==> config.mk <==
export PLATFORM = sky130hd
export DESIGN_NAME = pll_divider_lock_logic
export DESIGN_NICKNAME = d
export VERILOG_FILES = /design/src/logic/pll_pkg.sv /design/src/logic/mult_loop.sv /design/src/logic/pll_divider_lock_logic.sv
export SDC_FILE = /design/constraint.sdc
export NUM_CORES = 1
export LEC_CHECK = 0
export BUFFER_PORTS_ARGS = -buffer_cell sky130_fd_sc_hd__buf_2
export CAP_MARGIN = 20
export CORE_ASPECT_RATIO = 1.5
export CORE_MARGIN = 2
export CORE_UTILIZATION = 40
export CTS_BUF_LIST = sky130_fd_sc_hd__clkbuf_4 sky130_fd_sc_hd__clkbuf_8
export CTS_CLUSTER_SIZE = 40
export DETAILED_ROUTE_END_ITERATION = 10
export GPL_TIMING_DRIVEN = 0
export PLACE_DENSITY = 0.6
export SLEW_MARGIN = 10
export SYNTH_ARGS = -nofsm -noshare
export SYNTH_HDL_FRONTEND = slang
export SYNTH_SLANG_ARGS = --single-unit
==> constraint.sdc <==
create_clock -name mclk -period 4.1 [get_ports mclk]
set_clock_uncertainty 0.15 [all_clocks]
set_input_delay 0.41 -clock mclk [delete_from_list [all_inputs] [get_ports mclk]]
set_output_delay 0.41 -clock mclk [all_outputs]
set_load 0.005 [all_outputs]
==> src/logic/pll_pkg.sv <==
package pll_pkg;

    // Clock rates; the slow clock is an enable pulse derived from mclk.
    localparam int MCLK_HZ = 50_000_000;
    localparam int SLOW_HZ = 32_768;
    localparam int SLOW_DIV_CYCLES = MCLK_HZ / SLOW_HZ;

    // Field widths of the loop configuration.
    localparam int DIV_WIDTH = 8;
    localparam int MUL_WIDTH = 11;
    localparam int CNT_WIDTH = 6;

    // Divider limits.
    localparam int DIV_MIN = 1;
    localparam int DIV_MAX = 255;

    // Slow clock ticks between a disable command and the real shutdown.
    localparam logic [1:0] STOP_DELAY_TICKS = 2'h2;

    // Reset values of the configuration fields.
    localparam logic [DIV_WIDTH-1:0] DIV_RESET = 8'h00;
    localparam logic [MUL_WIDTH-1:0] MUL_RESET = 11'h000;
    localparam logic [CNT_WIDTH-1:0] CNT_RESET = 6'h00;

    // Second loop source selection.
    localparam logic SRC_MAIN_DIVIDED = 1'b0;
    localparam logic SRC_FIRST_LOOP = 1'b1;

    typedef enum logic [1:0] {
        LOOP_OFF = 2'b00,
        LOOP_STOPPING = 2'b01,
        LOOP_RUN = 2'b10
    } loop_state_e;

endpackage

==> src/logic/mult_loop.sv <==
`timescale 1ns/1ps
module mult_loop
    import pll_pkg::*;
#(
    parameter int DIV_W = DIV_WIDTH,
    parameter int MUL_W = MUL_WIDTH,
    parameter int CNT_W = CNT_WIDTH
) (
    input wire logic mclk,
    input wire logic rst_b,
    input wire logic slow_tick,
    input wire logic src_tick,
    input wire logic [DIV_W-1:0] div_val,
    input wire logic [MUL_W-1:0] mul_val,
    input wire logic [CNT_W-1:0] count_val,
    input wire logic start_pulse,
    input wire logic stop_pulse,
    output logic div_tick_q,
    output logic loop_tick_q,
    output logic powered_q,
    output logic locked_q
);

    localparam int ACC_W = DIV_W + MUL_W + 1;

    loop_state_e state_q;
    logic [1:0] stop_cnt_q;
    logic [DIV_W-1:0] div_cnt_q;
    logic [CNT_W-1:0] lock_cnt_q;
    logic counting_q;
    logic [ACC_W-1:0] acc_q;
    logic [ACC_W-1:0] acc_d;
    logic div_zero;
    logic emit;

    assign div_zero = (div_val == '0);
    assign emit = powered_q && !div_zero && (acc_q != '0);

    always_ff @(posedge mclk or negedge rst_b) begin
        if (!rst_b) begin
            state_q <= LOOP_OFF;
            stop_cnt_q <= 2'h0;
        end else if (start_pulse) begin
            state_q <= LOOP_RUN;
        end else if (stop_pulse && state_q == LOOP_RUN) begin
            state_q <= LOOP_STOPPING;
            stop_cnt_q <= STOP_DELAY_TICKS;
        end else if (state_q == LOOP_STOPPING && slow_tick) begin
            if (stop_cnt_q <= 2'h1) begin
                state_q <= LOOP_OFF;
            end
            stop_cnt_q <= stop_cnt_q - 2'h1;
        end
    end

    always_ff @(posedge mclk or negedge rst_b) begin
        if (!rst_b) begin
            powered_q <= 1'b0;
        end else begin
            powered_q <= (state_q != LOOP_OFF);
        end
    end

    // A restart wins over a lock event in the same cycle, since the new settings have not settled yet.
    always_ff @(posedge mclk or negedge rst_b) begin
        if (!rst_b) begin
            lock_cnt_q <= CNT_RESET;
            counting_q <= 1'b0;
            locked_q <= 1'b0;
        end else if (start_pulse) begin
            lock_cnt_q <= count_val;
            counting_q <= 1'b1;
            locked_q <= 1'b0;
        end else if (stop_pulse) begin
            counting_q <= 1'b0;
            locked_q <= 1'b0;
        end else if (slow_tick && counting_q && state_q == LOOP_RUN) begin
            if (lock_cnt_q <= CNT_W'(1)) begin
                lock_cnt_q <= '0;
                counting_q <= 1'b0;
                locked_q <= 1'b1;
            end else begin
                lock_cnt_q <= lock_cnt_q - CNT_W'(1);
            end
        end
    end

    always_ff @(posedge mclk or negedge rst_b) begin
        if (!rst_b) begin
            div_cnt_q <= '0;
            div_tick_q <= 1'b0;
        end else if (div_zero) begin
            div_cnt_q <= '0;
            div_tick_q <= 1'b0;
        end else if (src_tick) begin
            if (div_cnt_q >= div_val - DIV_W'(1)) begin
                div_cnt_q <= '0;
                div_tick_q <= 1'b1;
            end else begin
                div_cnt_q <= div_cnt_q + DIV_W'(1);
                div_tick_q <= 1'b0;
            end
        end else begin
            div_tick_q <= 1'b0;
        end
    end

    // Rate multiplier: each divided tick adds (mul+1) and each output pulse takes one away.
    // The division by div is already done in front, so the pulse rate is src*(mul+1)/div.
    // The output cannot exceed one pulse per mclk, so the accumulator skips additions while its top bit is set instead of wrapping.
    always_comb begin
        acc_d = acc_q;
        if (emit) begin
            acc_d = acc_d - ACC_W'(1);
        end
        if (div_tick_q && !acc_q[ACC_W-1]) begin
            acc_d = acc_d + ACC_W'(mul_val) + ACC_W'(1);
        end
    end

    always_ff @(posedge mclk or negedge rst_b) begin
        if (!rst_b) begin
            acc_q <= '0;
            loop_tick_q <= 1'b0;
        end else if (!powered_q || div_zero) begin
            acc_q <= '0;
            loop_tick_q <= 1'b0;
        end else begin
            acc_q <= acc_d;
            loop_tick_q <= emit;
        end
    end

endmodule

==> src/logic/pll_divider_lock_logic.sv <==
`timescale 1ns/1ps
module pll_divider_lock_logic
    import pll_pkg::*;
#(
    parameter int DIV_W = DIV_WIDTH,
    parameter int MUL_W = MUL_WIDTH,
    parameter int CNT_W = CNT_WIDTH,
    parameter int SLOW_CYCLES = SLOW_DIV_CYCLES
) (
    input wire logic mclk,
    input wire logic rst_b,
    input wire logic main_clock,
    input wire logic [DIV_W-1:0] first_loop_divide_factor,
    input wire logic [MUL_W-1:0] first_loop_multiply_factor,
    input wire logic first_loop_enable_bit,
    input wire logic [CNT_W-1:0] first_loop_lock_wait_count,
    input wire logic first_loop_cfg_wr,
    input wire logic first_loop_lock_irq_en,
    input wire logic [DIV_W-1:0] second_loop_divide_factor,
    input wire logic [MUL_W-1:0] second_loop_multiply_factor,
    input wire logic [CNT_W-1:0] second_loop_lock_wait_count,
    input wire logic second_loop_source_sel,
    input wire logic second_loop_cfg_wr,
    input wire logic second_loop_lock_irq_en,
    output logic slow_clock,
    output logic first_loop_div_out,
    output logic first_multiplier_loop,
    output logic first_loop_powered,
    output logic first_loop_locked_flag,
    output logic second_loop_div_out,
    output logic second_multiplier_loop,
    output logic second_loop_powered,
    output logic second_loop_locked_flag,
    output logic lock_irq
);

    localparam int SLOW_CNT_W = $clog2(SLOW_CYCLES + 1);

    logic [SLOW_CNT_W-1:0] slow_cnt_q;
    logic slow_tick_q;
    logic main_sync1_q;
    logic main_sync2_q;
    logic main_prev_q;
    logic main_tick;

    logic [DIV_W-1:0] a_div_q;
    logic [MUL_W-1:0] a_mul_q;
    logic a_en_q;
    logic [CNT_W-1:0] a_cnt_q;
    logic a_start_q;
    logic a_stop_q;
    logic a_on_new;
    logic a_on_old;
    logic a_changed;

    logic [DIV_W-1:0] b_div_q;
    logic [MUL_W-1:0] b_mul_q;
    logic [CNT_W-1:0] b_cnt_q;
    logic b_sel_q;
    logic b_start_q;
    logic b_stop_q;
    logic b_on_new;
    logic b_changed;

    logic a_div_tick;
    logic a_loop_tick;
    logic a_powered;
    logic a_locked;
    logic b_src_tick;
    logic b_div_tick;
    logic b_loop_tick;
    logic b_powered;
    logic b_locked;

    // Slow clock as a one-cycle enable; the output pin is a registered square-ish copy.
    always_ff @(posedge mclk or negedge rst_b) begin
        if (!rst_b) begin
            slow_cnt_q <= '0;
            slow_tick_q <= 1'b0;
        end else if (slow_cnt_q >= SLOW_CNT_W'(SLOW_CYCLES - 1)) begin
            slow_cnt_q <= '0;
            slow_tick_q <= 1'b1;
        end else begin
            slow_cnt_q <= slow_cnt_q + SLOW_CNT_W'(1);
            slow_tick_q <= 1'b0;
        end
    end

    always_ff @(posedge mclk or negedge rst_b) begin
        if (!rst_b) begin
            slow_clock <= 1'b0;
        end else begin
            slow_clock <= (slow_cnt_q < SLOW_CNT_W'(SLOW_CYCLES / 2));
        end
    end

    // The main clock arrives from a pin; it is synchronised and its rising edges become ticks.
    // Rates above half of mclk are undersampled, a limitation of the single-clock design.
    always_ff @(posedge mclk or negedge rst_b) begin
        if (!rst_b) begin
            main_sync1_q <= 1'b0;
            main_sync2_q <= 1'b0;
            main_prev_q <= 1'b0;
        end else begin
            main_sync1_q <= main_clock;
            main_sync2_q <= main_sync1_q;
            main_prev_q <= main_sync2_q;
        end
    end

    assign main_tick = main_sync2_q && !main_prev_q;

    assign a_on_new = (first_loop_multiply_factor != '0) && first_loop_enable_bit;
    assign a_on_old = (a_mul_q != '0) && a_en_q;
    assign a_changed = (first_loop_divide_factor != a_div_q) || (first_loop_multiply_factor != a_mul_q)
        || (first_loop_enable_bit != a_en_q) || (first_loop_lock_wait_count != a_cnt_q);

    always_ff @(posedge mclk or negedge rst_b) begin
        if (!rst_b) begin
            a_div_q <= DIV_RESET;
            a_mul_q <= MUL_RESET;
            a_en_q <= 1'b0;
            a_cnt_q <= CNT_RESET;
        end else if (first_loop_cfg_wr) begin
            a_div_q <= first_loop_divide_factor;
            a_mul_q <= first_loop_multiply_factor;
            a_en_q <= first_loop_enable_bit;
            a_cnt_q <= first_loop_lock_wait_count;
        end
    end

    // Software is expected to disable and wait before retuning; a direct retune still restarts the lock wait.
    always_ff @(posedge mclk or negedge rst_b) begin
        if (!rst_b) begin
            a_start_q <= 1'b0;
            a_stop_q <= 1'b0;
        end else begin
            a_start_q <= first_loop_cfg_wr && a_on_new && (!a_on_old || a_changed);
            a_stop_q <= first_loop_cfg_wr && !a_on_new;
        end
    end

    assign b_on_new = (second_loop_multiply_factor != '0);
    assign b_changed = (second_loop_divide_factor != b_div_q) || (second_loop_multiply_factor != b_mul_q)
        || (second_loop_lock_wait_count != b_cnt_q) || (second_loop_source_sel != b_sel_q);

    always_ff @(posedge mclk or negedge rst_b) begin
        if (!rst_b) begin
            b_div_q <= DIV_RESET;
            b_mul_q <= MUL_RESET;
            b_cnt_q <= CNT_RESET;
            b_sel_q <= SRC_MAIN_DIVIDED;
        end else if (second_loop_cfg_wr) begin
            b_div_q <= second_loop_divide_factor;
            b_mul_q <= second_loop_multiply_factor;
            b_cnt_q <= second_loop_lock_wait_count;
            b_sel_q <= second_loop_source_sel;
        end
    end

    always_ff @(posedge mclk or negedge rst_b) begin
        if (!rst_b) begin
            b_start_q <= 1'b0;
            b_stop_q <= 1'b0;
        end else begin
            b_start_q <= second_loop_cfg_wr && b_on_new && ((b_mul_q == '0) || b_changed);
            b_stop_q <= second_loop_cfg_wr && !b_on_new;
        end
    end

    assign b_src_tick = (b_sel_q == SRC_FIRST_LOOP) ? a_loop_tick : main_tick;

    mult_loop #(
        .DIV_W(DIV_W),
        .MUL_W(MUL_W),
        .CNT_W(CNT_W)
    ) u_first_loop (
        .mclk(mclk),
        .rst_b(rst_b),
        .slow_tick(slow_tick_q),
        .src_tick(slow_tick_q),
        .div_val(a_div_q),
        .mul_val(a_mul_q),
        .count_val(a_cnt_q),
        .start_pulse(a_start_q),
        .stop_pulse(a_stop_q),
        .div_tick_q(a_div_tick),
        .loop_tick_q(a_loop_tick),
        .powered_q(a_powered),
        .locked_q(a_locked)
    );

    mult_loop #(
        .DIV_W(DIV_W),
        .MUL_W(MUL_W),
        .CNT_W(CNT_W)
    ) u_second_loop (
        .mclk(mclk),
        .rst_b(rst_b),
        .slow_tick(slow_tick_q),
        .src_tick(b_src_tick),
        .div_val(b_div_q),
        .mul_val(b_mul_q),
        .count_val(b_cnt_q),
        .start_pulse(b_start_q),
        .stop_pulse(b_stop_q),
        .div_tick_q(b_div_tick),
        .loop_tick_q(b_loop_tick),
        .powered_q(b_powered),
        .locked_q(b_locked)
    );

    always_ff @(posedge mclk or negedge rst_b) begin
        if (!rst_b) begin
            first_loop_div_out <= 1'b0;
            first_multiplier_loop <= 1'b0;
            first_loop_powered <= 1'b0;
            first_loop_locked_flag <= 1'b0;
            second_loop_div_out <= 1'b0;
            second_multiplier_loop <= 1'b0;
            second_loop_powered <= 1'b0;
            second_loop_locked_flag <= 1'b0;
        end else begin
            first_loop_div_out <= a_div_tick;
            first_multiplier_loop <= a_loop_tick;
            first_loop_powered <= a_powered;
            first_loop_locked_flag <= a_locked;
            second_loop_div_out <= b_div_tick;
            second_multiplier_loop <= b_loop_tick;
            second_loop_powered <= b_powered;
            second_loop_locked_flag <= b_locked;
        end
    end

    always_ff @(posedge mclk or negedge rst_b) begin
        if (!rst_b) begin
            lock_irq <= 1'b0;
        end else begin
            lock_irq <= (a_locked && first_loop_lock_irq_en) || (b_locked && second_loop_lock_irq_en);
        end
    end

    // Helper counters of slow ticks since the last stop and start of the first loop.
    logic [1:0] a_stop_ticks_q;
    logic [CNT_W:0] a_lock_ticks_q;

    always_ff @(posedge mclk or negedge rst_b) begin
        if (!rst_b) begin
            a_stop_ticks_q <= 2'h0;
        end else if (a_stop_q) begin
            a_stop_ticks_q <= 2'h0;
        end else if (slow_tick_q && a_stop_ticks_q != 2'h3) begin
            a_stop_ticks_q <= a_stop_ticks_q + 2'h1;
        end
    end

    always_ff @(posedge mclk or negedge rst_b) begin
        if (!rst_b) begin
            a_lock_ticks_q <= '0;
        end else if (a_start_q) begin
            a_lock_ticks_q <= '0;
        end else if (slow_tick_q && !a_lock_ticks_q[CNT_W]) begin
            a_lock_ticks_q <= a_lock_ticks_q + (CNT_W + 1)'(1);
        end
    end

    chk_div_zero_low: assert property (@(posedge mclk) disable iff (!rst_b)
        (a_div_q == '0)[*3] |-> (!first_loop_div_out && !first_multiplier_loop))
        else $error("first loop output active with zero divider");

    chk_div_write_only: assert property (@(posedge mclk) disable iff (!rst_b)
        !$past(first_loop_cfg_wr) |-> $stable(a_div_q))
        else $error("divider field changed without a write");

    chk_mul_zero_stop: assert property (@(posedge mclk) disable iff (!rst_b)
        (first_loop_cfg_wr && first_loop_multiply_factor == '0) |=> a_stop_q && !a_start_q)
        else $error("zero multiplier write did not disable the loop");

    chk_stop_delay: assert property (@(posedge mclk) disable iff (!rst_b)
        $fell(first_loop_powered) |-> (a_stop_ticks_q == STOP_DELAY_TICKS))
        else $error("loop shut down at the wrong slow tick");

    chk_reenable_power: assert property (@(posedge mclk) disable iff (!rst_b)
        a_start_q |-> ##3 first_loop_powered)
        else $error("loop not powered after re-enable");

    chk_lock_cleared: assert property (@(posedge mclk) disable iff (!rst_b)
        (a_start_q || a_stop_q) |-> ##2 !first_loop_locked_flag)
        else $error("lock flag not cleared on restart");

    chk_lock_count: assert property (@(posedge mclk) disable iff (!rst_b)
        $rose(first_loop_locked_flag) |->
            (a_lock_ticks_q == ((a_cnt_q == '0) ? (CNT_W + 1)'(1) : {1'b0, a_cnt_q})))
        else $error("lock set after the wrong number of slow ticks");

    chk_irq_raise: assert property (@(posedge mclk) disable iff (!rst_b)
        (first_loop_locked_flag && $past(first_loop_lock_irq_en)) |-> lock_irq)
        else $error("lock interrupt missing");

    chk_lock_hold: assert property (@(posedge mclk) disable iff (!rst_b)
        $fell(first_loop_locked_flag) |-> $past(a_start_q || a_stop_q, 2))
        else $error("lock flag dropped without restart");

    chk_second_src: assert property (@(posedge mclk) disable iff (!rst_b)
        (b_sel_q == SRC_MAIN_DIVIDED && b_div_q != '0 && !main_tick)[*2] |=> !second_loop_div_out)
        else $error("second loop divider counted without a main clock edge");

endmodule

==> flow_metrics.env <==
export IMPL_ys_ff_latch=167
export IMPL_postSynthAreaPerCell_um2=9.66
export IMPL_period_minus_slack_ns=4.06
export IMPL_multi_input_area_mm2=0.00629
export IMPL_synthDistinctLibCells=69
export IMPL_yosysTopAreaCell="dfrtp_1"
export IMPL_crit_path_cell_trace="or4_4, or4b_4, o211ai_4, or3_4, xnor2_4, ha_4, o21ai_1, nand2b_1, o211ai_1, buf_4, a311oi_4, and2_4, and4bb_1, xnor2_1, nor2_1"
export IMPL_drc=0
export IMPL_grt_pass1_vias=8445
export IMPL_die_h_um=200
export IMPL_whs_ns=0.0298
export IMPL_crit_fanout=5
export IMPL_cts_buffers=17
export IMPL_final_util=0.496
export IMPL_drive_gt1_frac=0.231
export IMPL_ios=69
export IMPL_clock_sinks=167
export IMPL_setup_violations=0
export IMPL_timing_slew_headroom=0.522
export IMPL_tightestPinTransition_ns=0.716
export IMPL_drv_cap=0
export IMPL_n_fill_cell=2345
export IMPL_power_leakage_nw=5.48
export IMPL_place_hpwl_um=18200
export IMPL_slew_violations=0
export IMPL_first_pass_iters=4
export IMPL_status="complete, no violations"
export IMPL_synthesis_instances=1065
export IMPL_wl_per_cell_um=16.2
export IMPL_synth_area_mm2=0.0103
export IMPL_yosysSeqAreaShare=0.406
export IMPL_vias_per_cell=5.37
export IMPL_ir_drop_uv=272
export IMPL_final_nets=1338
export IMPL_critPathCaptureType="register"
export IMPL_grt_max_degree=103
export IMPL_powerDensity_mw_per_mm2=418
export IMPL_crit_required_ns=4.30
export IMPL_synth_area_leaders="dfrtp_1, ha_1, xnor2_1"
export IMPL_rows=71
export IMPL_final_hold_viol_count=0
export IMPL_arrival_ns=4.26
export IMPL_crit_path_top_delay_cell="or4_4"
export IMPL_clkTransAtPathRegs_ns=0.11
export IMPL_synth_edff_count=0
export IMPL_synth_top_cell_area_share=0.406
export IMPL_pre_cts_slack_ns=-1.00
export IMPL_die_area_mm2=0.0270
export IMPL_grt_antenna_before_repair=1
export IMPL_track_usage=0.190
export IMPL_synthArstFlopShare=1.00
export IMPL_cts_tree="done"
export IMPL_core_area_mm2=0.0251
export IMPL_fin_ws_ns=0.0415
export IMPL_clk_path_buf_depth=2
export IMPL_cts_htree_levels=4
export IMPL_grt_pass1_wl_um=41300
export IMPL_rsz0062_at_grt="true"
export IMPL_start_kind="register"
export IMPL_io_buffers=68
export IMPL_clock_fmax_ghz=0.246
export IMPL_fin_crit_sh=0.990
export IMPL_wl_um=25300
export IMPL_yosys_warnings=0
export IMPL_drt_initial_drc_count=262
export IMPL_grt_overflow=0
export IMPL_synth_ff_type="dfrtp_1"
export IMPL_place_gp_congestion=0.809
export IMPL_criticalPathCategory="register to register"
export IMPL_synth_nets=1188
export IMPL_slowest_delay_ns=0.57
export IMPL_start_util=0.409
export IMPL_areaGrowthSynthToFinish_pct=21.2
export IMPL_vias=8362
export IMPL_root_buffer="clkbuf_8"
export IMPL_finalSetupTns_ns=0
export IMPL_die_width_um=135
export IMPL_regArea_mm2=0.00418
export IMPL_final_antenna_net_count=0
export IMPL_insertion_delay_ns=0.49
export IMPL_holdCritPathClass="input pin to register"
[final timing paths]
path                                     endpoint  cells past startpoint  slack [ns]                    startpoint
setup / recovery           u_first_loop.acc_q[19]                     15        0.04         u_first_loop.acc_q[2]
hold / removal                         b_div_q[5]                      2        0.03  second_loop_divide_factor[5]
setup reg to reg           u_first_loop.acc_q[19]                     15        0.04         u_first_loop.acc_q[2]
hold reg to reg                      main_sync2_q                      0        0.21                  main_sync1_q
max in group asynchronous              a_mul_q[3]                      3        2.61                         rst_b
min in group asynchronous              b_div_q[1]                      2        0.29                         rst_b
[area by class of cell]
| class | instances | share of cell area |
|---|---|---|
| sequential | 167 | 0.336 |
| timing repair buffer | 138 | 0.0757 |
| multi-input combinational | 834 | 0.505 |
| clock inverter | 15 | 0.0146 |
| buffer | 23 | 0.00693 |
| inverter | 34 | 0.0102 |
| clock buffer | 17 | 0.0188 |
| tap | 328 | 0.0329 |
| antenna | 1 | 0.000201 |
[cells in the mapped netlist (all sizes together), types with 4 or more instances]
cell type and n:
xor2 55, mux2 48, o21ai 52, nand2b 20, nand3 26, xnor2 85, a21o 16, nand4 21
and3 12, nor4 24, a22o 5, nor3b 9, dfrtp 167, a21oi 47, buf 8, or2 6
nor2b 8, nor3 49, o21a 4, nor2 104, a211oi 19, nand2 66, a221o 4, a31oi 11
clkbuf 22, or3 15, inv 34, ha 62, mux2i 4, nor4b 5, or4 10
[report_power, final]
group	internal, mW	switching (mW)	total (mW)
Clock	0.520	0.741	1.26
Combinational	0.900	0.989	1.89
Sequential	1.82	0.238	2.06
[timing repair]
action                                 CTS  global route
hold buffers                            14             0
gates cloned                             0             0
pin swaps                               17            41
gates resized for setup                 48            48
setup buffers                           28            27
setup endpoints to repair               26            17
endpoints found under the hold margin   77             0
[flip-flops by register name, indices dropped and copies added (netlist names), 2 cells and up]
register                  cells
u_first_loop.acc_q           20
u_second_loop.acc_q          20
a_mul_q                      11
b_mul_q                      11
slow_cnt_q                   11
a_div_q                       8
b_div_q                       8
u_first_loop.div_cnt_q        8
u_second_loop.div_cnt_q       8
a_cnt_q                       6
b_cnt_q                       6
u_first_loop.lock_cnt_q       6
u_second_loop.lock_cnt_q      6
u_first_loop.state_q          2
u_first_loop.stop_cnt_q       2
u_second_loop.state_q         2
u_second_loop.stop_cnt_q      2
[metrics by stage]
step	cell area, um2	power (mW)	cells
detailed placement	11100	3.58	1462
global placement	11000	3.55	1461
finish	12500	5.21	1557
CTS	12100	5.02	1534
global route	12500	5.56	1556
floorplan	10300	3.18	1065
[routing by layer]
metal	global-route usage	vias to the layer above	share of wire
met5	0	-	0
met4	0.0714	0	0.026
met3	0.0321	40	0.022
met2	0.346	117	0.54
met1	0.220	4101	0.42
li1	-	4104	-
[layout by cell type, fill, tap and decap left out, types with 4 or more instances in the layout]
cell             n
ha_4             5
or3_1           13
xor2_1          53
inv_8            7
nor2b_1          8
dlygate4sd3_1   14
inv_1           31
a21oi_1         37
nand3_1         25
buf_2           67
a22o_1           5
or2_2            6
mux2i_1          4
buf_4           54
o21ai_1          4
nor3b_1          8
mux2_2          48
o21ai_0         44
nand4_1         19
o21a_1           4
nand2_1         63
ha_1            55
xnor2_1         79
nand2b_1        20
and3_1          11
nor3_1          46
a21oi_2          8
or4_1            5
a21o_1          16
a211oi_1        18
nor2_1         101
buf_1            6
or4_4            5
a31oi_1         11
a221o_1          4
clkbuf_1        17
clkbuf_8        17
dfrtp_1        164
nor4_1          21
[worst max-delay path: cells and delay by family (launching register included)]
kind	cells	cell delay [ns]
xor gates and xnor gates	2	0.21
buffers and inverters	1	0.16
AOI/OAI and AO/OA	4	0.73
and+or+nand+nor	7	1.94
DFF	1	0.43
adders and majority gates	1	0.29
[kinds of logic after synthesis]
kind of cell,after synthesis,share of synthesized area
mux,52,0.0564
xor+xnor,140,0.119
fa+ha+maj,64,0.0793
compound gates,185,0.114
buf+inv,64,0.0242
flops,167,0.406
simple gates,393,0.201
Power figures use the tool's default switching activity.
